`src/shared/i2crec_pkg.sv`:
```
// Constants and types shared by the serial-bus slave recovery logic
`default_nettype none

package i2crec_pkg;

    // Slave bus address, arbitrary neutral value
    localparam logic [6:0] SLAVE_ADDR = 7'h20;
    // Bits in a data byte, and the index of the last bit
    localparam logic [3:0] BYTE_BITS = 4'h8;
    localparam logic [3:0] LAST_BIT = 4'h7;
    // Reset values of the register pair and pointer
    localparam logic [7:0] REG0_RST = 8'h00;
    localparam logic [7:0] REG1_RST = 8'h00;
    localparam logic PTR_RST = 1'b0;

    typedef enum logic [2:0] {
        ST_IDLE = 3'b000,
        ST_ADDR = 3'b001,
        ST_ACK_ADDR = 3'b010,
        ST_WRITE = 3'b011,
        ST_ACK_WR = 3'b100,
        ST_READ = 3'b101,
        ST_RACK = 3'b110
    } i2crec_state_t;

endpackage : i2crec_pkg

`default_nettype wire

```
`src/design/i2crec_slave.sv`:
```
// Serial-bus slave state machine with STOP, stuck-bus and hard-reset recovery
//
// Notes on behaviour
// - A STOP sends the slave to idle with the data line released, waiting for a START.
// - The slave pulls the data line low only while sending data bits or an acknowledge.
// - A byte is eight data bits plus an acknowledge, so nine clocks always release the data line; from a read address ack idle takes one more.
// - After its transmission ends, further clocks leave the slave idle until a START.
// - The slave never drives the clock line and never stretches it.
// - A hard reset by supply or reset pin returns all registers and the FSM to defaults.
// - At power-up the internal reset holds until the port supply reaches its trip level.
// - While the reset pin is low everything is held at default; it runs once it is high.
// - A new power-on reset needs the supply to fall below trip and rise again.
`timescale 1ns/1ns
`default_nettype none

module i2crec_slave
    import i2crec_pkg::*;
(
    input wire logic sys_clk_i, // System clock, 25 MHz
    input wire logic rstn_i, // Synchronous reset, active low
    input wire logic reset_pin_n_i, // Hard reset pin, active low, async
    input wire logic supply_ok_i, // Port supply above trip level, async
    input wire logic scl_i, // Serial clock pin level
    input wire logic sda_i, // Serial data pin level
    output logic sda_o, // Serial data drive level, always low
    output logic sda_oe_o, // Serial data pulled low when high
    output logic [15:0] pair_data_o // Register pair, reg1 high byte
);

    // ****************************************
    // Input synchronisers
    // ****************************************
    logic scl_s1_ff, scl_s2_ff, scl_s3_ff;
    logic sda_s1_ff, sda_s2_ff, sda_s3_ff;
    logic rpin_s1_ff, rpin_s2_ff;
    logic sup_s1_ff, sup_s2_ff;
    logic hard_rst;

    // Reset and supply syncs start asserted so the core stays in reset
    always_ff @(posedge sys_clk_i)
    begin
        if (!rstn_i)
        begin
            scl_s1_ff <= 1'b1;
            scl_s2_ff <= 1'b1;
            scl_s3_ff <= 1'b1;
            sda_s1_ff <= 1'b1;
            sda_s2_ff <= 1'b1;
            sda_s3_ff <= 1'b1;
            rpin_s1_ff <= 1'b0;
            rpin_s2_ff <= 1'b0;
            sup_s1_ff <= 1'b0;
            sup_s2_ff <= 1'b0;
        end
        else
        begin
            scl_s1_ff <= scl_i;
            scl_s2_ff <= scl_s1_ff;
            scl_s3_ff <= scl_s2_ff;
            sda_s1_ff <= sda_i;
            sda_s2_ff <= sda_s1_ff;
            sda_s3_ff <= sda_s2_ff;
            rpin_s1_ff <= reset_pin_n_i;
            rpin_s2_ff <= rpin_s1_ff;
            sup_s1_ff <= supply_ok_i;
            sup_s2_ff <= sup_s1_ff;
        end
    end

    // Level-based supply reset: released only above trip, rearmed only by a dip
    assign hard_rst = !rstn_i || !rpin_s2_ff || !sup_s2_ff;

    // ****************************************
    // Bus condition detection
    // ****************************************
    logic scl_rise, scl_fall, start_det, stop_det;

    assign scl_rise = scl_s2_ff && !scl_s3_ff;
    assign scl_fall = !scl_s2_ff && scl_s3_ff;
    // Both clock samples high so a data edge near a clock edge is not misread
    assign start_det = scl_s2_ff && scl_s3_ff && sda_s3_ff && !sda_s2_ff;
    assign stop_det = scl_s2_ff && scl_s3_ff && !sda_s3_ff && sda_s2_ff;

    // ****************************************
    // Slave state machine
    // ****************************************
    i2crec_state_t st_ff, nxt_st;
    logic [3:0] cnt_ff, nxt_cnt;
    logic [7:0] sh_ff, nxt_sh;
    logic oe_ff, nxt_oe;
    logic ack_ff, nxt_ack;
    logic first_ff, nxt_first;
    logic ptr_ff, nxt_ptr;
    logic [7:0] reg0_ff, nxt_reg0;
    logic [7:0] reg1_ff, nxt_reg1;

    function automatic logic [7:0] sel_byte(input logic p, input logic [7:0] r0,
                                            input logic [7:0] r1);
        sel_byte = p ? r1 : r0;
    endfunction : sel_byte

    always_comb
    begin
        nxt_st = st_ff;
        nxt_cnt = cnt_ff;
        nxt_sh = sh_ff;
        nxt_oe = oe_ff;
        nxt_ack = ack_ff;
        nxt_first = first_ff;
        nxt_ptr = ptr_ff;
        nxt_reg0 = reg0_ff;
        nxt_reg1 = reg1_ff;
        if (stop_det)
        begin
            nxt_st = ST_IDLE;
            nxt_oe = 1'b0;
            nxt_cnt = 4'h0;
        end
        else if (start_det)
        begin
            nxt_st = ST_ADDR;
            nxt_oe = 1'b0;
            nxt_cnt = 4'h0;
            nxt_first = 1'b1;
        end
        else
        begin
            case (st_ff)
                ST_IDLE:
                begin
                    nxt_oe = 1'b0;
                end
                ST_ADDR, ST_WRITE:
                begin
                    if (scl_rise && cnt_ff < BYTE_BITS)
                    begin
                        nxt_sh = {sh_ff[6:0], sda_s2_ff};
                        nxt_cnt = cnt_ff + 4'h1;
                    end
                    else if (scl_fall && cnt_ff == BYTE_BITS)
                    begin
                        nxt_cnt = 4'h0;
                        if (st_ff == ST_ADDR)
                        begin
                            if (sh_ff[7:1] == SLAVE_ADDR)
                            begin
                                nxt_st = ST_ACK_ADDR;
                                nxt_oe = 1'b1;
                            end
                            else
                            begin
                                nxt_st = ST_IDLE;
                            end
                        end
                        else
                        begin
                            if (first_ff)
                            begin
                                nxt_ptr = sh_ff[0];
                                nxt_first = 1'b0;
                            end
                            else
                            begin
                                if (ptr_ff)
                                    nxt_reg1 = sh_ff;
                                else
                                    nxt_reg0 = sh_ff;
                                nxt_ptr = !ptr_ff;
                            end
                            nxt_st = ST_ACK_WR;
                            nxt_oe = 1'b1;
                        end
                    end
                end
                ST_ACK_ADDR:
                begin
                    if (scl_fall)
                    begin
                        if (sh_ff[0])
                        begin
                            nxt_sh = sel_byte(ptr_ff, reg0_ff, reg1_ff);
                            nxt_oe = !nxt_sh[7];
                            nxt_st = ST_READ;
                        end
                        else
                        begin
                            nxt_oe = 1'b0;
                            nxt_st = ST_WRITE;
                        end
                    end
                end
                ST_ACK_WR:
                begin
                    if (scl_fall)
                    begin
                        nxt_oe = 1'b0;
                        nxt_st = ST_WRITE;
                    end
                end
                ST_READ:
                begin
                    if (scl_fall)
                    begin
                        if (cnt_ff == LAST_BIT)
                        begin
                            // Release for master acknowledge; frame ends at bit nine
                            nxt_cnt = 4'h0;
                            nxt_oe = 1'b0;
                            nxt_st = ST_RACK;
                        end
                        else
                        begin
                            nxt_cnt = cnt_ff + 4'h1;
                            nxt_sh = {sh_ff[6:0], 1'b0};
                            nxt_oe = !sh_ff[6];
                        end
                    end
                end
                ST_RACK:
                begin
                    if (scl_rise)
                        nxt_ack = !sda_s2_ff;
                    else if (scl_fall)
                    begin
                        if (ack_ff)
                        begin
                            nxt_ptr = !ptr_ff;
                            nxt_sh = sel_byte(!ptr_ff, reg0_ff, reg1_ff);
                            nxt_oe = !nxt_sh[7];
                            nxt_st = ST_READ;
                        end
                        else
                        begin
                            // Released line during recovery reads as no-ack
                            nxt_st = ST_IDLE;
                        end
                    end
                end
                default:
                begin
                    nxt_st = ST_IDLE;
                    nxt_oe = 1'b0;
                end
            endcase
        end
    end

    always_ff @(posedge sys_clk_i)
    begin
        if (hard_rst)
        begin
            st_ff <= ST_IDLE;
            cnt_ff <= 4'h0;
            sh_ff <= 8'h00;
            oe_ff <= 1'b0;
            ack_ff <= 1'b0;
            first_ff <= 1'b1;
            ptr_ff <= PTR_RST;
            reg0_ff <= REG0_RST;
            reg1_ff <= REG1_RST;
        end
        else
        begin
            st_ff <= nxt_st;
            cnt_ff <= nxt_cnt;
            sh_ff <= nxt_sh;
            oe_ff <= nxt_oe;
            ack_ff <= nxt_ack;
            first_ff <= nxt_first;
            ptr_ff <= nxt_ptr;
            reg0_ff <= nxt_reg0;
            reg1_ff <= nxt_reg1;
        end
    end

    assign sda_o = 1'b0;
    assign sda_oe_o = oe_ff;
    assign pair_data_o = {reg1_ff, reg0_ff};
endmodule : i2crec_slave

`default_nettype wire

```
`config.mk`:
```
export PLATFORM = sky130hd
export DESIGN_NAME = i2crec_slave
export DESIGN_NICKNAME = d
export VERILOG_FILES = /design/src/shared/i2crec_pkg.sv /design/src/design/i2crec_slave.sv
export SDC_FILE = /design/constraint.sdc
export NUM_CORES = 1
export LEC_CHECK = 0
export BUFFER_PORTS_ARGS = -buffer_cell sky130_fd_sc_hd__buf_2
export CORE_ASPECT_RATIO = 1.1
export CORE_MARGIN = 4
export CORE_UTILIZATION = 52
export DETAILED_ROUTE_END_ITERATION = 10
export PLACE_DENSITY = 0.73
export SLEW_MARGIN = 30
export SYNTH_ARGS = -nofsm -noshare
export SYNTH_HDL_FRONTEND = slang
export SYNTH_SLANG_ARGS = --single-unit
```
`constraint.sdc`:
```
create_clock -name sys_clk_i -period 1.8 [get_ports sys_clk_i]
set_clock_uncertainty 0.1 [all_clocks]
set_input_delay 0.09 -clock sys_clk_i [delete_from_list [all_inputs] [get_ports sys_clk_i]]
set_output_delay 0.09 -clock sys_clk_i [all_outputs]
set_load 0.05 [all_outputs]
```
# Yosys cells after proc, flatten, opt, wreduce, memory -nomap -nowiden

Index checks and enable logic that the tools add are counted.

$add $sub $neg: 1
$mul: 0
Div/mod/pow operators: 0
Order comparisons: 1
Eq/ne operators: 35
Shift operators: 0
Multiplexer cells: 56
Bitwise logic cells: 7
Reductions and logical operators: 42

Operator list:

| operator                                                              | number |
|---|---|
| 8-bit 2-to-1 mux                                                      | 10 |
| 9-bit AND reduction                                                   | 4 |
| 3-bit 2-to-1 mux                                                      | 11 |
| 2-bit != test, second input constant                                  | 16 |
| 8-bit one-hot mux with 4 select lines                                 | 1 |
| 3-bit != test, second input constant                                  | 10 |
| 1-bit 2-to-1 mux                                                      | 25 |
| 3-bit one-hot mux with 6 select lines                                 | 1 |
| 4-bit 2-to-1 mux                                                      | 4 |
| 8-bit AND reduction                                                   | 2 |
| 1-bit zero test                                                       | 11 |
| 11-bit AND reduction                                                  | 1 |
| 10-bit AND reduction                                                  | 1 |
| 3-bit equality test, second input constant                            | 3 |
| 1-bit logical AND                                                     | 9 |
| 4-bit one-hot mux with 2 select lines                                 | 1 |
| 2-bit nonzero test                                                    | 4 |
| 7-bit by 6-bit equality test with 1-bit output, second input constant | 1 |
| 1-bit inverter                                                        | 7 |
| 3-bit by 2-bit equality test with 1-bit output, second input constant | 2 |
| 1-bit one-hot mux with 5 select lines                                 | 1 |
| 5-bit AND reduction                                                   | 1 |
| 4-bit by 1-bit adder with 4-bit output, second input constant         | 1 |
| 4-bit by 3-bit equality test with 1-bit output, second input constant | 1 |
| other kinds (12)                                                      | 14 |

Register bits: 45
Bits in latches: 0
RAM bits: 0
ROM bits: 0
Input port bits: 6
Output and inout bits: 18
Memories: 0

# Longest topological paths before layout

Gate-level depths: netlist (run 1).

Word-level depth: 7
Depth in mapped cells: 8
Mapped depth without buffers: 7

# Least setup slack after synthesis (run 1)

No wires, ideal clock.

Path kind: register to register
From: register cnt_ff[0]
To: register st_ff[2]
Arrival: 1.527 ns
Data required time: 1.581 ns
Setup slack: 0.055 ns
Stages on the path, launching flop included: 8
Buffers on the path: 0
Period minus slack after synthesis: 1.745 ns
Cell sequence: dfxtp_1 inv_1 ha_1 nand3b_1 nor3_4 a311oi_1 a211oi_1 o221a_2

Word-level cells in the longest chain between the ends: 4
Elaborated cells on any way between the ends: 9
Classes of those cells: order compare: 1; eq/ne: 5; reduce/logical: 3

RTL lines:

| element                                                                  | line                                     | text |
|---|---|---|
| start, declared                                                          | i2crec_slave.sv:88                       | `logic [3:0] cnt_ff, nxt_cnt;` |
| start signal, assigned                                                   | i2crec_slave.sv:265                      | `cnt_ff <= nxt_cnt;` |
| 4-bit less-than comparator / 4-bit equality test (equally long branches) | i2crec_slave.sv:135, i2crec_slave.sv:140 |  |
| 1-bit logical AND, on equally long branches                              | i2crec_slave.sv:135, i2crec_slave.sv:140 |  |
| 2-bit != test (no source line)                                           | n/a                                      |  |
| 9-bit AND reduction (no source line) (*)                                 | n/a                                      |  |
| end signal, assigned                                                     | i2crec_slave.sv:264                      | `st_ff <= nxt_st;` |
| end, declared                                                            | i2crec_slave.sv:87                       | `i2crec_state_t st_ff, nxt_st;` |

Every way passes the cells marked *; elsewhere a longest branch is shown, timed or not.
A chain may end at the register's enable or synchronous reset.

# Worst setup path in the final report (run 1)

From: register cnt_ff[0]
To: register reg0_ff[1]

Word-level cells in the longest chain between the ends: 4
Elaborated cells on any way between the ends: 6
Classes of those cells: order compare: 1; eq/ne: 1; bitwise: 1; reduce/logical: 3

RTL lines:

| element                                  | line                | text |
|---|---|---|
| 4-bit less-than comparator               | i2crec_slave.sv:135 | `if (scl_rise && cnt_ff < BYTE_BITS)` |
| 1-bit logical AND                        | i2crec_slave.sv:135 |  |
| 1-bit inverter (no source line)          | n/a                 |  |
| 8-bit AND reduction (no source line) (*) | n/a                 |  |
| end signal, assigned                     | i2crec_slave.sv:271 | `reg0_ff <= nxt_reg0;` |
| end, declared                            | i2crec_slave.sv:94  | `logic [7:0] reg0_ff, nxt_reg0;` |

Marked as above.

==> summary.md, run 1 <==
| Metric | Value |
|---|---|
| DIE WIDTH | `70.5 um` |
| Sequential Power Share | `0.573` |
| Number of H-tree levels | `2` |
| Post-synth EDFFs | `0` |
| CTS max path bufs | `2` |
| Clock power share | `0.394` |
| Detail Route met2 WL | `2770 um` |
| Slew margin rel. | `0.647` |
| Ports | `24` |
| Synth Instances | `251` |
| Int Pwr | `0.00138 W` |
| Drt pass-1 iters | `4` |
| Final worst slack | `-9.27 ps` |
| Gr usage total | `0.201` |
| DRT met1 WL | `2400 um` |
| Layout cell share with drive strength beyond 1 | `0.318` |
| Post-DRT Antenna Nets | `0` |
| CORE AREA | `4050 um2` |
| Tcrit/Tclk final | `1.01` |
| Design area | `2890 um2` |
| GRT Residual Overflow | `0` |
| Num rows | `24` |
| Fmax achieved | `553 MHz` |
| Root Driver | `clkbuf_8` |
| Max-slew violations | `0` |
| Netlist cell types | `54` |
| Sw frac | `0.215` |
| Comb power frac | `0.033` |
| Pwr dens | `609 nW/um2` |
| Die H | `76.8 um` |
| CTS Buf Count | `5` |
| Failing checks | `setup timing` |
| Max Cap Viol | `0` |
| Vias | `2081` |
| Sequential Area | `906 um2` |
| Hold_sp | `sda_s1_ff` |
| Final number of hold-violating endpoints | `0` |
| Max FO, Critical Path | `5` |
| CTS tree | `built` |
| Hpwl dp | `3720 um` |
| Metal3 WL | `302 um` |
| First-pass GRT wire length | `8850 um` |
| Clk Latency, worst-skew pair | `300 ps` |
| Syn nets | `259` |
| Worst Setup Start Kind | `register` |
| Routed wire per std cell | `15.5 um` |
| Net count, final | `312` |
| Initial core utilization | `0.551` |
| Vias per std cell | `5.83` |
| GPL Wtd Cong | `0.899` |
| CP arrival | `1940 ps` |
| Routed WL | `5550 um` |
| Vias in the first global route | `1918` |
| Setup WS pre-CTS | `-72.8 ps` |
| Synthesized flop and latch total | `45` |
| Register area share after synthesis | `0.403` |
| Area occupied by multi-input gates | `1340 um2` |
| Ys async rst share | `0` |
| Leakage | `1.06 nW` |
| RSZ-0062 raised after global routing | `yes` |
| Max VDD drop | `0.597 mV` |
| Placed cell area | `2530 um2` |
| Mapped cell area | `2230 um2` |
| Fin crit period | `1810 ps` |
| Final setup viols | `3` |
| Reg2reg setup slack | `-9 ps` |
| WHS Path Cells | `1` |
| Antenna diodes | `0` |
| Cell count of the worst reg-to-reg path | `7` |
| Worst Hold Endpoint | `sda_s2_ff` |
| Status | `complete, but fails checks` |
| Synth Flop Type | `dfxtp_1` |
| DRC viols | `0` |
| Area growth syn-to-layout | `29.2%` |
| Largest net degree at the start of global routing | `15` |
| Filler Cell Count | `304` |
| Worst slew pin tran | `529 ps` |
| Synth Area per Inst | `8.90 um2` |
| Clock sinks | `45` |
| Port Buf Inserts | `22` |
| Required time worst endpoint | `1930 ps` |
| Net switching power | `0.000379 W` |
| R2R Path Start | `cnt_ff[0]` |
| Die ar. | `5410 um2` |
| DRT iter0 DRCs | `195` |
| FF-to-FF End | `reg0_ff[1]` |
| CP Class | `register to register` |
| Util after Layout | `0.712` |
| Ys Warns | `0` |
| HP Class | `register to register` |
| Uppermost layer routed | `met4` |
| CTS clk-pin slew, worst paths | `90 ps` |
| Initial antenna violation count | `0` |
| Post-route setup TNS | `-16.0 ps` |
| Setup crit end kind | `register` |
stage by stage:
| stage | hold slack (ps) | instances | total power, W |
|---|---|---|---|
| floorplan | 91.5 | 251 | 0.00106 |
| global placement | 171 | 336 | 0.00107 |
| detailed placement | 177 | 336 | 0.00107 |
| CTS | 311 | 353 | 0.00176 |
| global route | 332 | 357 | 0.00181 |
| finish | 321 | 357 | 0.00176 |
critical path, cell delays in order, from the launching register on:
cell and delay [ps]:
dfxtp_2 340, inv_2 50, ha_2 160, nand3b_1 150
nor3_4 290, and3b_2 330, buf_6 140, mux2i_1 170
power by group through the flow:
stage | Sequential (W) | Combinational [W] | Clock (W)
after floorplan | 0.00103 | 0.0000275 | 0
after global placement | 0.00103 | 0.0000411 | 0
after detailed placement | 0.00103 | 0.0000420 | 0
after CTS | 0.00101 | 0.0000544 | 0.000697
after global routing | 0.00101 | 0.0000627 | 0.000742
final | 0.00101 | 0.0000573 | 0.000694
placed cells by master, fill, tap and decap left out, types with 2 or more instances in the layout:
| master | synthesis | final |
|---|---|---|
| nand2b_1 | 11 | 10 |
| nand3_2 | 1 | 2 |
| a211oi_1 | 5 | 4 |
| a21o_1 | 6 | 6 |
| nand4_1 | 2 | 2 |
| o21ai_2 | 0 | 2 |
| xor2_1 | 2 | 2 |
| inv_1 | 6 | 5 |
| a221oi_2 | 0 | 2 |
| a31o_2 | 3 | 3 |
| dfxtp_2 | 0 | 4 |
| dfxtp_1 | 45 | 41 |
| nor2_4 | 1 | 2 |
| buf_2 | 5 | 22 |
| mux2i_1 | 20 | 20 |
| and3_1 | 3 | 3 |
| buf_4 | 3 | 26 |
| o21ai_1 | 1 | 3 |
| mux2_2 | 2 | 2 |
| nand2b_2 | 2 | 3 |
| clkbuf_8 | 0 | 7 |
| a32oi_1 | 6 | 6 |
| nand2_1 | 30 | 30 |
| dlygate4sd3_1 | 0 | 7 |
| a21oi_1 | 9 | 8 |
| o21ai_0 | 11 | 7 |
| and2_1 | 4 | 4 |
| o31ai_1 | 2 | 2 |
| o22ai_1 | 2 | 2 |
| nor2_1 | 13 | 12 |
| and3b_1 | 3 | 2 |
| nand3b_1 | 5 | 5 |
| nand3_1 | 12 | 10 |
| buf_6 | 0 | 5 |
metal layers:
metal  vias to the layer above  global-route usage
met4                         0              0.0670
met3                         8              0.0471
met5                         -                   0
li1                       1017                   -
met1                       988               0.257
met2                        68               0.331
worst max-delay path by stage:
stage / startpoint / end / slack [ps] / cells past startpoint
2_1_floorplan: cnt_ff[0] / st_ff[2] / 50 / 7
6_report: cnt_ff[0] / reg0_ff[1] / -9 / 7
4_1_cts: cnt_ff[0] / ptr_ff / 2 / 8
5_1_grt: cnt_ff[0] / reg0_ff[3] / -140 / 7
3_3_place_gp: st_ff[0] / st_ff[2] / -70 / 5
3_5_place_dp: cnt_ff[0] / sh_ff[1] / -70 / 6
cell families after synthesis:
family                   count (synthesis)  synth area share
AO/OA/AOI/OAI                           59             0.189
buffers and inverters                   21            0.0431
XOR/XNOR                                 3            0.0118
flip-flops                              45             0.403
other                                    1           0.00168
AND/OR/NAND/NOR                         98             0.240
multiplexers                            22            0.0997
adder cells (fa/ha/maj)                  2            0.0112
cell type report:
cell class | instances | share of cell area
clock buffer | 7 | 0.0334
clock inverter | 1 | 0.00173
inverter | 6 | 0.00780
multi-input combinational | 185 | 0.464
sequential | 45 | 0.314
tap | 52 | 0.0225
timing repair buffer | 61 | 0.156
flip-flops by register name, indices dropped and copies added (netlist names), 3 cells and up:
register and count:
cnt_ff 4, reg0_ff 8, reg1_ff 8, sh_ff 8, st_ff 3
Yosys cell counts, drive strengths merged (6+ instances only):
master	instances	area, um2
nand3	13	70.1
o21ai	12	60.1
dfxtp	45	901
nor2	14	60.1
buf	8	47.5
a21oi	9	45.0
clkbuf	7	26.3
a21o	6	45.0
nand2	30	113
mux2i	20	200
nand2b	13	86.3
a32oi	6	52.6
inv	6	22.5
what timing repair did:
| action | CTS | global route |
|---|---|---|
| endpoints found under the hold margin | 8 | 0 |
| hold buffers | 7 | 0 |
| resized for setup | 8 | 28 |
| pin swaps | 4 | 9 |
| buffers inserted | 2 | 4 |
| setup endpoints to repair | 17 | 28 |
No activity file was read; power rests on OpenSTA's default activity.
==> run 2: changes to the inputs <==
Settings changed: CORE_UTILIZATION 52 to 40, PLACE_DENSITY 0.73 to 0.58.
==> run 2 against run 1 <==
- the run now ends clean
- combinational power down 4.5%
- total power shrank 3.3%
- design area increased by 0.43%
- flip-flop and latch count unchanged
- final cell count is 5.9% higher
- non-clock buffer count fell by 1
- critical path depth did not move
- utilization fell by 17 points
- first-iteration DRC count down 41%
- routed wire length decreased by 5.4%
- clock power down 7.9%
==> summary.md, run 2 (synthesized netlist as in run 1, its figures left out) <==
| Metric | Value |
|---|---|
| Drt pass-1 iters | `4 (unchanged)` |
| Routed wire per std cell | `13.9 um (was 15.5 um)` |
| Hpwl dp | `3870 um (was 3720 um)` |
| Largest net degree at the start of global routing | `17 (was 15)` |
| Pwr dens | `587 nW/um2 (was 609 nW/um2)` |
| Regs by FF count | `reg0_ff (8), reg1_ff (8), sh_ff (8) (unchanged)` |
| Final setup viols | `0 (was 3)` |
| Gr usage total | `0.163 (was 0.201)` |
| Max-slew violations | `0 (unchanged)` |
| Power Total | `0.00170 W (was 0.00176 W)` |
| First-pass GRT wire length | `9000 um (was 8850 um)` |
| Die ar. | `6850 um2 (was 5410 um2)` |
| RSZ-0062 raised after global routing | `yes (unchanged)` |
| Number of H-tree levels | `2 (unchanged)` |
| Initial core utilization | `0.414 (was 0.551)` |
| Most common cell after layout, fill and taps aside | `dfxtp_1 (unchanged)` |
| Vias | `2004 (was 2081)` |
| Tcrit/Tclk final | `0.986 (was 1.01)` |
| Setup WS pre-CTS | `-54.1 ps (was -72.8 ps)` |
| Required time worst endpoint | `1930 ps (about the same)` |
| Final non-filler cell total | `378 (was 357)` |
| Net count, final | `311 (was 312)` |
| DRT iter0 DRCs | `116 (was 195)` |
| Area growth syn-to-layout | `29.8% (was 29.2%)` |
| Hold_sp | `sda_s1_ff (unchanged)` |
| Layout cell share with drive strength beyond 1 | `0.307 (was 0.318)` |
| Antenna diodes | `0 (unchanged)` |
| Max VDD drop | `0.423 mV (was 0.597 mV)` |
| Max Cap Viol | `0 (unchanged)` |
| Critical Path Start | `cnt_ff[0] (unchanged)` |
| Fin crit period | `1770 ps (was 1810 ps)` |
| Root Driver | `clkbuf_8 (unchanged)` |
| Port Buf Inserts | `22 (unchanged)` |
| Die H | `86.4 um (was 76.8 um)` |
| Reg2reg setup slack | `30 ps (was -9 ps)` |
| Critical path capture point | `reg0_ff[4] (was reg0_ff[1])` |
| CORE AREA | `5400 um2 (was 4050 um2)` |
| CP Class | `register to register (unchanged)` |
| Vias in the first global route | `1947 (was 1918)` |
| CTS clk-pin slew, worst paths | `80 ps (was 90 ps)` |
| CTS tree | `built (unchanged)` |
| Ports | `24 (unchanged)` |
| Fmax achieved | `564 MHz (was 553 MHz)` |
| Area occupied by multi-input gates | `1350 um2 (was 1340 um2)` |
| CTS max path bufs | `2 (unchanged)` |
| HP Class | `register to register (unchanged)` |
| Post-route setup TNS | `0 ps (was -16.0 ps)` |
| CTS Buf Count | `5 (unchanged)` |
| Sequential Area | `905 um2 (was 906 um2)` |
| Post-DRT Antenna Nets | `0 (unchanged)` |
| WHS Path Cells | `1 (unchanged)` |
| Clk Latency, worst-skew pair | `290 ps (was 300 ps)` |
| Vias per std cell | `5.30 (was 5.83)` |
| Num rows | `28 (was 24)` |
| CP arrival | `1910 ps (was 1940 ps)` |
| Most frequent cells in the layout | `42 x dfxtp_1, 30 x nand2_1, 27 x buf_4 (was 41 x dfxtp_1, 30 x nand2_1, 26 x buf_4)` |
| Clock sinks | `45 (unchanged)` |
| DIE WIDTH | `79.3 um (was 70.5 um)` |
| Worst Setup Start Kind | `register (unchanged)` |
| Fin Hold WS | `310 ps (was 321 ps)` |
| Routed WL | `5250 um (was 5550 um)` |
| Final number of hold-violating endpoints | `0 (unchanged)` |
| R2R Path Start | `cnt_ff[0] (unchanged)` |
| Cell count of the worst reg-to-reg path | `7 (unchanged)` |
| Max FO, Critical Path | `4 (was 5)` |
| Placed insts | `362 (was 336)` |
| GRT Residual Overflow | `0 (unchanged)` |
| DRC viols | `0 (unchanged)` |
| FF-to-FF End | `reg0_ff[4] (was reg0_ff[1])` |
| Status | `finished clean (was complete, but fails checks)` |
| Final worst slack | `25.7 ps (was -9.27 ps)` |
| Filler Cell Count | `524 (was 304)` |
| Initial antenna violation count | `0 (unchanged)` |
| Setup crit end kind | `register (unchanged)` |
| Leakage | `1.04 nW (was 1.06 nW)` |
| GPL Wtd Cong | `0.877 (was 0.899)` |
==> run 2: changes by cell type in the layout (fill, tap and decap cells not counted), sizes merged <==
cell / previous run / this run
buf: 54 / 53
clkbuf: 7 / 6
clkinv: 1 / 0
clkinvlp: 0 / 1
==> run 2: worst max-delay path, stage by stage, from the launching register on <==
cell and delay, ps:
dfxtp_2 340, inv_2 70, ha_4 120, nand3b_1 140, nor3_4 320, and3b_2 310
buf_6 140, mux2i_1 170
==> run 2: routing by layer <==
metal  share of wire  GRT usage  vias to the layer above
met2            0.47      0.263                       31
met1            0.49      0.219                      950
met3           0.025     0.0249                        8
met5               0          0                        -
li1                -          -                     1015
met4           0.020     0.0641                        0
==> run 2: final cells by class <==
class / count / area share
Timing Repair Buffer: 60 / 0.151
Inverter: 6 / 0.00777
Multi-Input combinational cell: 185 / 0.466
Clock buffer: 6 / 0.0285
Tap cell: 75 / 0.0324
Clock inverter: 1 / 0.00259
Sequential cell: 45 / 0.312
==> run 2: repair_timing <==
| item | CTS | global route |
|---|---|---|
| setup endpoints to repair | 12 | 31 |
| setup buffers | 0 | 2 |
| endpoints found under the hold margin | 8 | 0 |
| pin swaps | 1 | 10 |
| resized for setup | 8 | 23 |
| hold buffers | 7 | 0 |
==> run 2: worst min-delay path by stage <==
stage                 to  slack, ps
5_1_grt        sda_s2_ff        330
2_1_floorplan  scl_s1_ff         90
6_report       sda_s2_ff        310
3_5_place_dp   scl_s1_ff        180
3_3_place_gp   scl_s1_ff        170
4_1_cts        sda_s2_ff        310
==> run 2: stage by stage <==
step                      area (um2)  utilization
after global routing            2900        0.538
final                           2900        0.538
after floorplan                 2230            -
after CTS                       2790        0.516
after detailed placement        2590        0.481
after global placement          2590        0.481
==> run 2: power breakdown <==
group,switching (W),leakage [nW],total (W),internal [W]
Clock,0.000336,0.0433,0.000639,0.000304
Sequential,0.00000487,0.366,0.00101,0.00100
Combinational,0.0000263,0.631,0.0000547,0.0000284
Total,0.000367,1.04,0.00170,0.00134
